### src/inc/rsf_params.svh
`ifndef RSF_PARAMS_SVH
`define RSF_PARAMS_SVH

// register page and addresses
`define RSF_PAGE_MAIN      8'h00
`define RSF_ADDR_CAUSE     8'hEF
`define RSF_ADDR_IRQ_STAT  8'hE0
`define RSF_ADDR_IRQ_MASK  8'hE1
`define RSF_ADDR_WDT_CTL   8'hE2

// cause register field positions
`define RSF_BIT_PIN        0
`define RSF_BIT_POR        1
`define RSF_BIT_MCD        2
`define RSF_BIT_WDT        3
`define RSF_BIT_SOFT       4
`define RSF_BIT_CMP        5
`define RSF_BIT_FERR       6
`define RSF_BIT_UNUSED     7

// watchdog control field positions
`define RSF_WDT_BIT_EN     0
`define RSF_WDT_BIT_KICK   1

// reset values
`define RSF_MASK_RST       7'h00
`define RSF_VDD_EN_RST     1'b1

// timing
`define RSF_CLK_NS         100
`define RSF_HOLD_NS        1000
`define RSF_HOLD_CYC       ((`RSF_HOLD_NS + `RSF_CLK_NS - 1) / `RSF_CLK_NS)
`define RSF_WDT_DIV        12
`define RSF_WDT_TICKS      256

`endif

### src/inc/rsf_pkg.sv
package rsf_pkg;

  typedef enum logic [0:0] {
    RSF_RUN  = 1'b0,
    RSF_HOLD = 1'b1
  } rsf_state_t;

  typedef logic [6:0] rsf_cause_t;

endpackage : rsf_pkg

### src/core/rsf_sync.sv
`timescale 1ns/100ps
`default_nettype none

module rsf_sync #(
  parameter int          WIDTH = 1,
  parameter logic [31:0] INIT  = 32'h0000_0000
) (
  input  wire logic             sys_clk_i,
  input  wire logic             rstn_i,
  input  wire logic [WIDTH-1:0] async_i,
  output var  logic [WIDTH-1:0] sync_o
);

  logic [WIDTH-1:0] stage1;

  // stage1 feeds only the second flop
  always_ff @(posedge sys_clk_i) begin
    if (!rstn_i) begin
      stage1 <= INIT[WIDTH-1:0];
      sync_o <= INIT[WIDTH-1:0];
    end else begin
      stage1 <= async_i;
      sync_o <= stage1;
    end
  end

endmodule : rsf_sync

`default_nettype wire

### src/core/rsf_wdt.sv
`timescale 1ns/100ps
`default_nettype none
`include "rsf_params.svh"

module rsf_wdt #(
  parameter logic [15:0] TICKS = 16'(`RSF_WDT_TICKS)
) (
  input  wire logic sys_clk_i,
  input  wire logic rstn_i,
  input  wire logic sys_rst_i,
  input  wire logic ctl_wr_i,
  input  wire logic en_i,
  input  wire logic kick_i,
  output var  logic en_o,
  output var  logic ovf_o
);

  localparam logic [3:0] DIV_LAST = 4'(`RSF_WDT_DIV - 1);

  logic [3:0]  prescale;
  logic [15:0] count;
  wire         tick     = (prescale == DIV_LAST);
  wire         at_limit = (count == TICKS - 16'h0001);

  // enabled and running from sysclk/12 after any reset
  always_ff @(posedge sys_clk_i) begin
    if (!rstn_i || sys_rst_i) begin
      prescale <= 4'h0;
      count    <= 16'h0000;
      en_o     <= 1'b1;
      ovf_o    <= 1'b0;
    end else begin
      prescale <= tick ? 4'h0 : prescale + 4'h1;
      ovf_o    <= 1'b0;
      if (ctl_wr_i) begin
        en_o <= en_i;
      end
      if (kick_i || !en_o) begin
        count <= 16'h0000;
      end else if (tick) begin
        count <= at_limit ? 16'h0000 : count + 16'h0001;
        ovf_o <= at_limit;
      end
    end
  end

endmodule : rsf_wdt

`default_nettype wire

### src/core/rsf_reset_source.sv
// Notes on behaviour
// - flash access fault sets bit 6 as cause of last reset
// - bit 5 write enables comparator reset; read shows comparator caused reset
// - writing one to bit 4 forces reset; bit 4 then reads one
// - watchdog overflow reset sets bit 3
// - bit 2 write enables clock loss detector; reads one after its reset
// - bit 1 write enables supply monitor as reset source
// - bit 1 reads one after power-on or supply monitor reset
// - while power-on flag is set other cause flags are undefined
// - external reset pin low sets bit 0
// - cause register sits at address EF on page 00
// - writing zero to bit 2 disables clock loss detector
// - enabled comparator holds reset while its output is low
// - after any reset watchdog runs enabled from clock divided by twelve
//
// Decided for this implementation: the plain strobed port.
`timescale 1ns/100ps
`default_nettype none
`include "rsf_params.svh"

module rsf_reset_source #(
  parameter logic [15:0] WDT_TICKS = 16'(`RSF_WDT_TICKS)
) (
  input  wire logic               sys_clk_i,
  input  wire logic               rstn_i,
  input  wire logic [7:0]         page_i,
  input  wire logic [7:0]         addr_i,
  input  wire logic [7:0]         wdata_i,
  input  wire logic               wr_i,
  input  wire logic               rd_i,
  output var  logic [7:0]         rdata_o,
  input  wire logic               pin_rst_n_i,
  input  wire logic               vdd_ok_i,
  input  wire logic               cmp_out_i,
  input  wire logic               clk_missing_i,
  input  wire logic               flash_fault_i,
  output var  logic               sys_reset_o,
  output var  logic               wdt_en_o,
  output var  rsf_pkg::rsf_cause_t last_cause_o,
  output var  logic               irq_o
);

  import rsf_pkg::*;

  localparam logic [3:0] HOLD_CYC = 4'(`RSF_HOLD_CYC);

  rsf_state_t state;
  logic [3:0] hold_cnt;
  rsf_cause_t pend;
  rsf_cause_t flags;
  rsf_cause_t irq_stat;
  rsf_cause_t irq_mask;
  logic       cmp_en;
  logic       mcd_en;
  logic       vdd_en;
  logic       pin_n_s;
  logic       vdd_ok_s;
  logic       cmp_s;
  logic       miss_s;
  logic       wdt_ovf;

  rsf_sync #(
    .WIDTH (4),
    .INIT  (32'h0000_000F)
  ) u_sync (
    .sys_clk_i (sys_clk_i),
    .rstn_i    (rstn_i),
    .async_i   ({pin_rst_n_i, vdd_ok_i, cmp_out_i, clk_missing_i}),
    .sync_o    ({pin_n_s, vdd_ok_s, cmp_s, miss_s})
  );

  // register decode
  wire page_ok  = (page_i == `RSF_PAGE_MAIN);
  wire sel_cause = page_ok && (addr_i == `RSF_ADDR_CAUSE);
  wire sel_stat  = page_ok && (addr_i == `RSF_ADDR_IRQ_STAT);
  wire sel_mask  = page_ok && (addr_i == `RSF_ADDR_IRQ_MASK);
  wire sel_wdt   = page_ok && (addr_i == `RSF_ADDR_WDT_CTL);
  wire wr_cause  = wr_i && sel_cause;
  wire wr_wdt    = wr_i && sel_wdt;
  wire running   = (state == RSF_RUN);

  rsf_wdt #(
    .TICKS (WDT_TICKS)
  ) u_wdt (
    .sys_clk_i (sys_clk_i),
    .rstn_i    (rstn_i),
    .sys_rst_i (sys_reset_o),
    .ctl_wr_i  (wr_wdt),
    .en_i      (wdata_i[`RSF_WDT_BIT_EN]),
    .kick_i    (wr_wdt && wdata_i[`RSF_WDT_BIT_KICK]),
    .en_o      (wdt_en_o),
    .ovf_o     (wdt_ovf)
  );

  // reset causes seen this cycle
  wire pin_req  = !pin_n_s;
  wire vdd_req  = vdd_en && !vdd_ok_s;
  wire cmp_req  = cmp_en && !cmp_s;
  wire mcd_req  = mcd_en && miss_s;
  wire soft_req = wr_cause && running && wdata_i[`RSF_BIT_SOFT];
  wire ferr_req = flash_fault_i && running;
  wire wdt_req  = wdt_ovf && running;

  rsf_cause_t cause_now;
  assign cause_now[`RSF_BIT_PIN]  = pin_req;
  assign cause_now[`RSF_BIT_POR]  = vdd_req;
  assign cause_now[`RSF_BIT_MCD]  = mcd_req;
  assign cause_now[`RSF_BIT_WDT]  = wdt_req;
  assign cause_now[`RSF_BIT_SOFT] = soft_req;
  assign cause_now[`RSF_BIT_CMP]  = cmp_req;
  assign cause_now[`RSF_BIT_FERR] = ferr_req;

  // level sources keep the system in reset
  wire level_hold = pin_req || vdd_req || cmp_req;
  wire release_now = !running && (hold_cnt == 4'h0) && !level_hold;

  // power-on clears the others, they are undefined to software
  wire        por_exit = pend[`RSF_BIT_POR];
  rsf_cause_t next_flags;
  assign next_flags = por_exit ? 7'(1 << `RSF_BIT_POR) : pend;

  wire        stat_clr_wr = wr_i && sel_stat;
  rsf_cause_t stat_set;
  assign stat_set = release_now ? next_flags : 7'h00;

  // read mux; bit 7 always reads zero
  logic [7:0] next_rdata;
  assign next_rdata = sel_cause ? {1'b0, flags} :
                      sel_stat  ? {1'b0, irq_stat} :
                      sel_mask  ? {1'b0, irq_mask} :
                      sel_wdt   ? {7'h00, wdt_en_o} : 8'h00;

  assign sys_reset_o  = !running;
  assign last_cause_o = flags;
  assign irq_o        = |(irq_stat & irq_mask);

  always_ff @(posedge sys_clk_i) begin
    if (!rstn_i) begin
      state    <= RSF_HOLD;
      hold_cnt <= HOLD_CYC;
      pend     <= 7'(1 << `RSF_BIT_POR);
      flags    <= 7'h00;
    end else if (running) begin
      if (|cause_now) begin
        state    <= RSF_HOLD;
        hold_cnt <= HOLD_CYC;
        pend     <= cause_now;
      end
    end else begin
      pend     <= pend | cause_now;
      hold_cnt <= (hold_cnt == 4'h0) ? 4'h0 : hold_cnt - 4'h1;
      if (release_now) begin
        state <= RSF_RUN;
        flags <= next_flags;
      end
    end
  end

  // enables; writes to read-only flags and bit 7 have no effect
  always_ff @(posedge sys_clk_i) begin
    if (!rstn_i) begin
      cmp_en <= 1'b0;
      mcd_en <= 1'b0;
      vdd_en <= `RSF_VDD_EN_RST;
    end else if (release_now) begin
      cmp_en <= 1'b0;
      mcd_en <= 1'b0;
    end else if (wr_cause && running) begin
      cmp_en <= wdata_i[`RSF_BIT_CMP];
      mcd_en <= wdata_i[`RSF_BIT_MCD];
      vdd_en <= wdata_i[`RSF_BIT_POR];
    end
  end

  // interrupt status: set wins over write-one-to-clear
  always_ff @(posedge sys_clk_i) begin
    if (!rstn_i) begin
      irq_stat <= 7'h00;
      irq_mask <= `RSF_MASK_RST;
      rdata_o  <= 8'h00;
    end else begin
      irq_stat <= (irq_stat & ~(stat_clr_wr ? wdata_i[6:0] : 7'h00)) | stat_set;
      if (wr_i && sel_mask) begin
        irq_mask <= wdata_i[6:0];
      end
      rdata_o <= rd_i ? next_rdata : 8'h00;
    end
  end

  a_soft_force: assert property (@(posedge sys_clk_i) disable iff (!rstn_i)
    running && wr_cause && wdata_i[`RSF_BIT_SOFT] |=> sys_reset_o [*8] ##[1:20]
    (!sys_reset_o && (flags[`RSF_BIT_SOFT] || flags[`RSF_BIT_POR])))
    else $error("soft force did not reset or flag");

  a_ferr_flag: assert property (@(posedge sys_clk_i) disable iff (!rstn_i)
    running && flash_fault_i && !por_exit |=> ##[1:20]
    (!sys_reset_o && flags[`RSF_BIT_FERR]))
    else $error("flash fault not recorded");

  a_wdt_reset: assert property (@(posedge sys_clk_i) disable iff (!rstn_i)
    running && wdt_ovf |=> sys_reset_o)
    else $error("watchdog overflow did not reset");

  a_cmp_hold: assert property (@(posedge sys_clk_i) disable iff (!rstn_i)
    sys_reset_o && cmp_en && !cmp_s |=> sys_reset_o)
    else $error("comparator low released reset");

  a_mcd_disable: assert property (@(posedge sys_clk_i) disable iff (!rstn_i)
    running && wr_cause && !wdata_i[`RSF_BIT_MCD] && !mcd_req |=> !mcd_en)
    else $error("clock loss detector not disabled");

  a_por_only: assert property (@(posedge sys_clk_i) disable iff (!rstn_i)
    release_now && pend[`RSF_BIT_POR] |=> flags == 7'(1 << `RSF_BIT_POR))
    else $error("power-on flag pattern wrong");

  a_pin_flag: assert property (@(posedge sys_clk_i) disable iff (!rstn_i)
    release_now && pend[`RSF_BIT_PIN] && !pend[`RSF_BIT_POR] |=> flags[`RSF_BIT_PIN])
    else $error("pin reset not recorded");

  a_bit7_zero: assert property (@(posedge sys_clk_i) disable iff (!rstn_i)
    rd_i && sel_cause |=> rdata_o == {1'b0, $past(flags)})
    else $error("cause readback wrong");

  a_wdt_on_exit: assert property (@(posedge sys_clk_i) disable iff (!rstn_i)
    $fell(sys_reset_o) |-> wdt_en_o)
    else $error("watchdog not enabled after reset");

  a_pin_enter: assert property (@(posedge sys_clk_i) disable iff (!rstn_i)
    running && pin_req |=> sys_reset_o)
    else $error("pin low did not reset");

  a_cmp_enter: assert property (@(posedge sys_clk_i) disable iff (!rstn_i)
    running && cmp_req |=> sys_reset_o)
    else $error("comparator low did not reset");

  a_mcd_enter: assert property (@(posedge sys_clk_i) disable iff (!rstn_i)
    running && mcd_req |=> sys_reset_o)
    else $error("missing clock did not reset");

  a_vdd_enter: assert property (@(posedge sys_clk_i) disable iff (!rstn_i)
    running && vdd_req |=> sys_reset_o)
    else $error("supply drop did not reset");

  a_hold_min: assert property (@(posedge sys_clk_i) disable iff (!rstn_i)
    running && (|cause_now) |=> sys_reset_o [*8] ##1 sys_reset_o ##1 sys_reset_o)
    else $error("system reset shorter than hold time");

  a_ro_ignore: assert property (@(posedge sys_clk_i) disable iff (!rstn_i)
    running && wr_cause |=> flags == $past(flags))
    else $error("cause write changed the flags");

  a_cmp_en_write: assert property (@(posedge sys_clk_i) disable iff (!rstn_i)
    running && wr_cause |=> cmp_en == $past(wdata_i[`RSF_BIT_CMP]))
    else $error("comparator enable not written");

  a_vdd_en_write: assert property (@(posedge sys_clk_i) disable iff (!rstn_i)
    running && wr_cause |=> vdd_en == $past(wdata_i[`RSF_BIT_POR]))
    else $error("supply monitor enable not written");

  a_mcd_enable: assert property (@(posedge sys_clk_i) disable iff (!rstn_i)
    running && wr_cause && wdata_i[`RSF_BIT_MCD] |=> mcd_en)
    else $error("clock loss detector not enabled");

  a_wdt_en_reset: assert property (@(posedge sys_clk_i) disable iff (!rstn_i)
    sys_reset_o |=> wdt_en_o)
    else $error("watchdog not forced on in reset");

  a_page_decode: assert property (@(posedge sys_clk_i) disable iff (!rstn_i)
    rd_i && !page_ok |=> rdata_o == 8'h00)
    else $error("other page read returned data");

  a_mcd_flag: assert property (@(posedge sys_clk_i) disable iff (!rstn_i)
    release_now && pend[`RSF_BIT_MCD] && !pend[`RSF_BIT_POR] |=> flags[`RSF_BIT_MCD])
    else $error("clock loss reset not recorded");

  a_cmp_flag: assert property (@(posedge sys_clk_i) disable iff (!rstn_i)
    release_now && pend[`RSF_BIT_CMP] && !pend[`RSF_BIT_POR] |=> flags[`RSF_BIT_CMP])
    else $error("comparator reset not recorded");

  a_wdt_flag: assert property (@(posedge sys_clk_i) disable iff (!rstn_i)
    release_now && pend[`RSF_BIT_WDT] && !pend[`RSF_BIT_POR] |=> flags[`RSF_BIT_WDT])
    else $error("watchdog reset not recorded");

  a_soft_flag: assert property (@(posedge sys_clk_i) disable iff (!rstn_i)
    release_now && pend[`RSF_BIT_SOFT] && !pend[`RSF_BIT_POR] |=> flags[`RSF_BIT_SOFT])
    else $error("soft reset not recorded");

endmodule : rsf_reset_source

`default_nettype wire

### config.mk
export PLATFORM = sky130hd
export DESIGN_NAME = rsf_reset_source
export DESIGN_NICKNAME = d
export VERILOG_FILES = /design/src/inc/rsf_pkg.sv /design/src/core/rsf_sync.sv /design/src/core/rsf_wdt.sv /design/src/core/rsf_reset_source.sv
export VERILOG_INCLUDE_DIRS = /design/src /design/src/inc
export SDC_FILE = /design/constraint.sdc
export NUM_CORES = 1
export LEC_CHECK = 0
export ABC_AREA = 1
export CAP_MARGIN = 20
export CORE_MARGIN = 3
export CORE_UTILIZATION = 40
export DETAILED_ROUTE_END_ITERATION = 10
export DONT_BUFFER_PORTS = 1
export PLACE_DENSITY = 0.56
export SYNTH_ARGS = -nofsm -noshare
export SYNTH_HDL_FRONTEND = slang
export SYNTH_SLANG_ARGS = --single-unit
### constraint.sdc
create_clock -name sys_clk_i -period 1.8 [get_ports sys_clk_i]
set_clock_uncertainty 0.05 [all_clocks]
set_input_delay 0.36 -clock sys_clk_i [delete_from_list [all_inputs] [get_ports sys_clk_i]]
set_output_delay 0.36 -clock sys_clk_i [all_outputs]
set_load 0.005 [all_outputs]
==> impl_metrics.yaml <==
yosys:
  netlist_instances: 434
  yosysTopAreaCellShare: 0.442
  synth_top_family_by_area: "simple AND/OR/NAND/NOR gates"
  synth-xor-area-share: 0.00795
  synth.area.mux_share: 0
  avgSynthCellArea_um2: 7.61
  synth.ff_latch_count: 73
  syn_area_um2: 3300
  ys_types: 36
  synth_compound_area_frac: 0.127
  yosys_warnings: 0
  synth_fp_nets: 469
  yosysSeqAreaShare: 0.442
  yosys-top-cells-area: "dfxtp_1 (44%), nand2_1 (7.8%), nand3_1 (6.1%)"
  netlist.top_cell.by_area: "dfxtp_1"
  synthSimpleGateAreaFrac: 0.338
  synth-adder-area-share: 0.00758
clocking:
  clk_pin_slew_ns: 0.08
  ctsHoldBuffers: 0
  cts_sinks: 73
  cts_root_buf: "clkbuf_8"
  insertion_delay_ns: 0.34
  cts_resized: 0
  clock_path_buffers: 2
  htreeDepth: 3
  cts_tree: "built"
  cts_buffers: 9
  post_cts_buffers: 0
sta:
  rsz0062_at_grt: "false"
  finalSetupViolCount: 0
  max_freq_ghz: 0.580
  finalMaxSlewViolations: 0
  tns_ns: 0
  finalCriticalPeriod_ns: 1.72
  hold_viol_final: 0
  min_period_over_period: 0.958
min_path:
  worstHoldPathType: "primary input to flip-flop"
final_layout:
  finalNonFillerCells: 549
  regArea_um2: 1460
  fillers: 801
  fin_nets: 477
  multi_input_area_um2: 1620
  drive_gt1_frac: 0.150
  final_core_util: 0.474
  antenna_cells: 0
  area_delta_synth_final_pct: 13.2
pwr:
  p_leak_nw: 1.52
  vdd_ir_drop_max_mv: 0.383
  power_density_nw_per_um2: 926
placed_design:
  dp_hpwl_um: 5230
  gp_congestion: 0.777
  io_buffers: 0
  dp_cells: 533
floorplanning:
  coreArea_um2: 7890
  ios: 51
  start_util: 0.419
  num_rows: 32
  chipHeight_um: 96.9
  dieArea_um2: 9380
  fp.dieW_um: 96.9
drt:
  drtIter0Drc: 109
  antenna_left: 0
  via_per_inst: 4.94
  drc: 0
  totalWireLength_um: 6990
  detail_route.wl_per_cell_um: 12.7
  vias: 2712
  drtPass1Iterations: 4
critical_path:
  cp-endpoint: "irq_o"
  critical_path.endpoint_type: "output port"
  cp_max_fo: 3
  reg2reg_depth: 7
  timing.rr.end: "u_wdt.count[3]"
  arrival_ns: 1.31
  reg2reg_slack_ns: 0.19
  worst-setup-path-type: "flip-flop to output port"
  critPathRequiredTime_ns: 1.39
  rr_startpoint: "u_wdt.prescale[0]"
  worstSetupStartpoint: "irq_stat[6]"
  cp-start-kind: "flip-flop"
global_route:
  overflow: 0
  grt_max_degree: 36
  grt_pass1_wl_um: 11900
  grt_pass1_vias: 2587
  grt.total_usage: 0.153
  antenna_found_initial: 0
flow_run:
  maxCapViolCount: 0
outcome:
  outcome: "finished, final reports clean"
## synth_stat cells (all sizes together)
cell type,instances
clkbuf,3
xor2,3
nand3b,1
a221oi,1
conb,1
nor2,49
o211ai,6
o21ai,32
dfxtp,73
nor3,18
ha,2
nand4,14
a21oi,30
buf,8
inv,52
o21bai,2
nand3,47
nand2,75
a41oi,1
a22o,1
a31o,1
and2,2
or2,12
## cells in the final DEF, fill, tap and decap left out, drive strengths merged, types with 2 or more instances in the layout
cell    instances
ha              2
nand4          14
clkinv          3
clkbuf          9
a21oi          30
bufinv          4
buf             8
o21ai          32
dfxtp          73
nor2           49
inv            52
o211ai          6
nor3           18
o21bai          2
nand3          47
nand2          75
and2            2
xor2            3
or2            12
## area by class of cell
class,instances,area share
multi-input cells,298,0.432
repair buffers,8,0.0194
flip-flops and latches,73,0.391
well taps,102,0.0341
inverters,52,0.0522
clock inverters,7,0.0381
clock buffers,9,0.0331
## flip-flops by register name, indices dropped and copies added, names as in the netlist, named ones only
signal and cells:
mcd_en 1, u_wdt.en_o 1, pend 5, u_wdt.prescale 4, rdata_o 7, u_wdt.ovf_o 1
irq_stat 7, irq_mask 7, u_wdt.count 16, last_cause_o 7, cmp_en 1, u_sync.sync_o 4
hold_cnt 4, u_sync.stage1 4, vdd_en 1, sys_reset_o 1
## power breakdown
part | switching (mW) | internal, mW | leakage, nW
clock | 0.623 | 1.06 | 0.133
sequential | 0.0152 | 1.64 | 0.592
combinational | 0.0752 | 0.0460 | 0.797
total | 0.714 | 2.75 | 1.52
## worst min path at each step
stage,from,to,cells after the start
CTS,rstn_i,sys_reset_o,1
floorplan,u_sync.stage1[0],u_sync.sync_o[0],1
detailed placement,u_sync.stage1[1],u_sync.sync_o[1],1
global route,rstn_i,sys_reset_o,1
finish,rstn_i,pend[1],1
global placement,u_sync.stage1[1],u_sync.sync_o[1],1
## through the flow
stage | setup WS (ns) | power (mW) | cell area (µm²) | hold slack, ns
floorplan | 0.277 | 1.80 | 3300 | 0.343
global placement | 0.137 | 1.81 | 3450 | 0.347
detailed placement | 0.105 | 1.81 | 3450 | 0.348
CTS | 0.0452 | 3.53 | 3710 | 0.0226
global route | 0.00542 | 3.60 | 3740 | 0.0310
finish | 0.0762 | 3.46 | 3740 | 0.0515
## metal layers
metal  global-route usage  part of all wire  up-vias
li1                     -                 -     1449
met2                0.235              0.44       53
met4               0.0734             0.021        0
met3               0.0389             0.043       13
met1                0.201              0.49     1197
met5                    0                 0        -
## cells by family (layout without fill, tap and decap cells)
kind of cell / after synthesis / in the layout
other cells: 1 / 1
compound gates: 74 / 74
buf+inv: 63 / 76
flops: 73 / 73
xor+xnor: 3 / 3
fa+ha+maj: 2 / 2
simple gates: 218 / 218
## critical path, cell delays in order, from the launching register on
cell	delay, ns
dfxtp_1	0.33
a22o_1	0.25
a221oi_1	0.22
nand4_1	0.16
(Power assumes the default switching activity.)
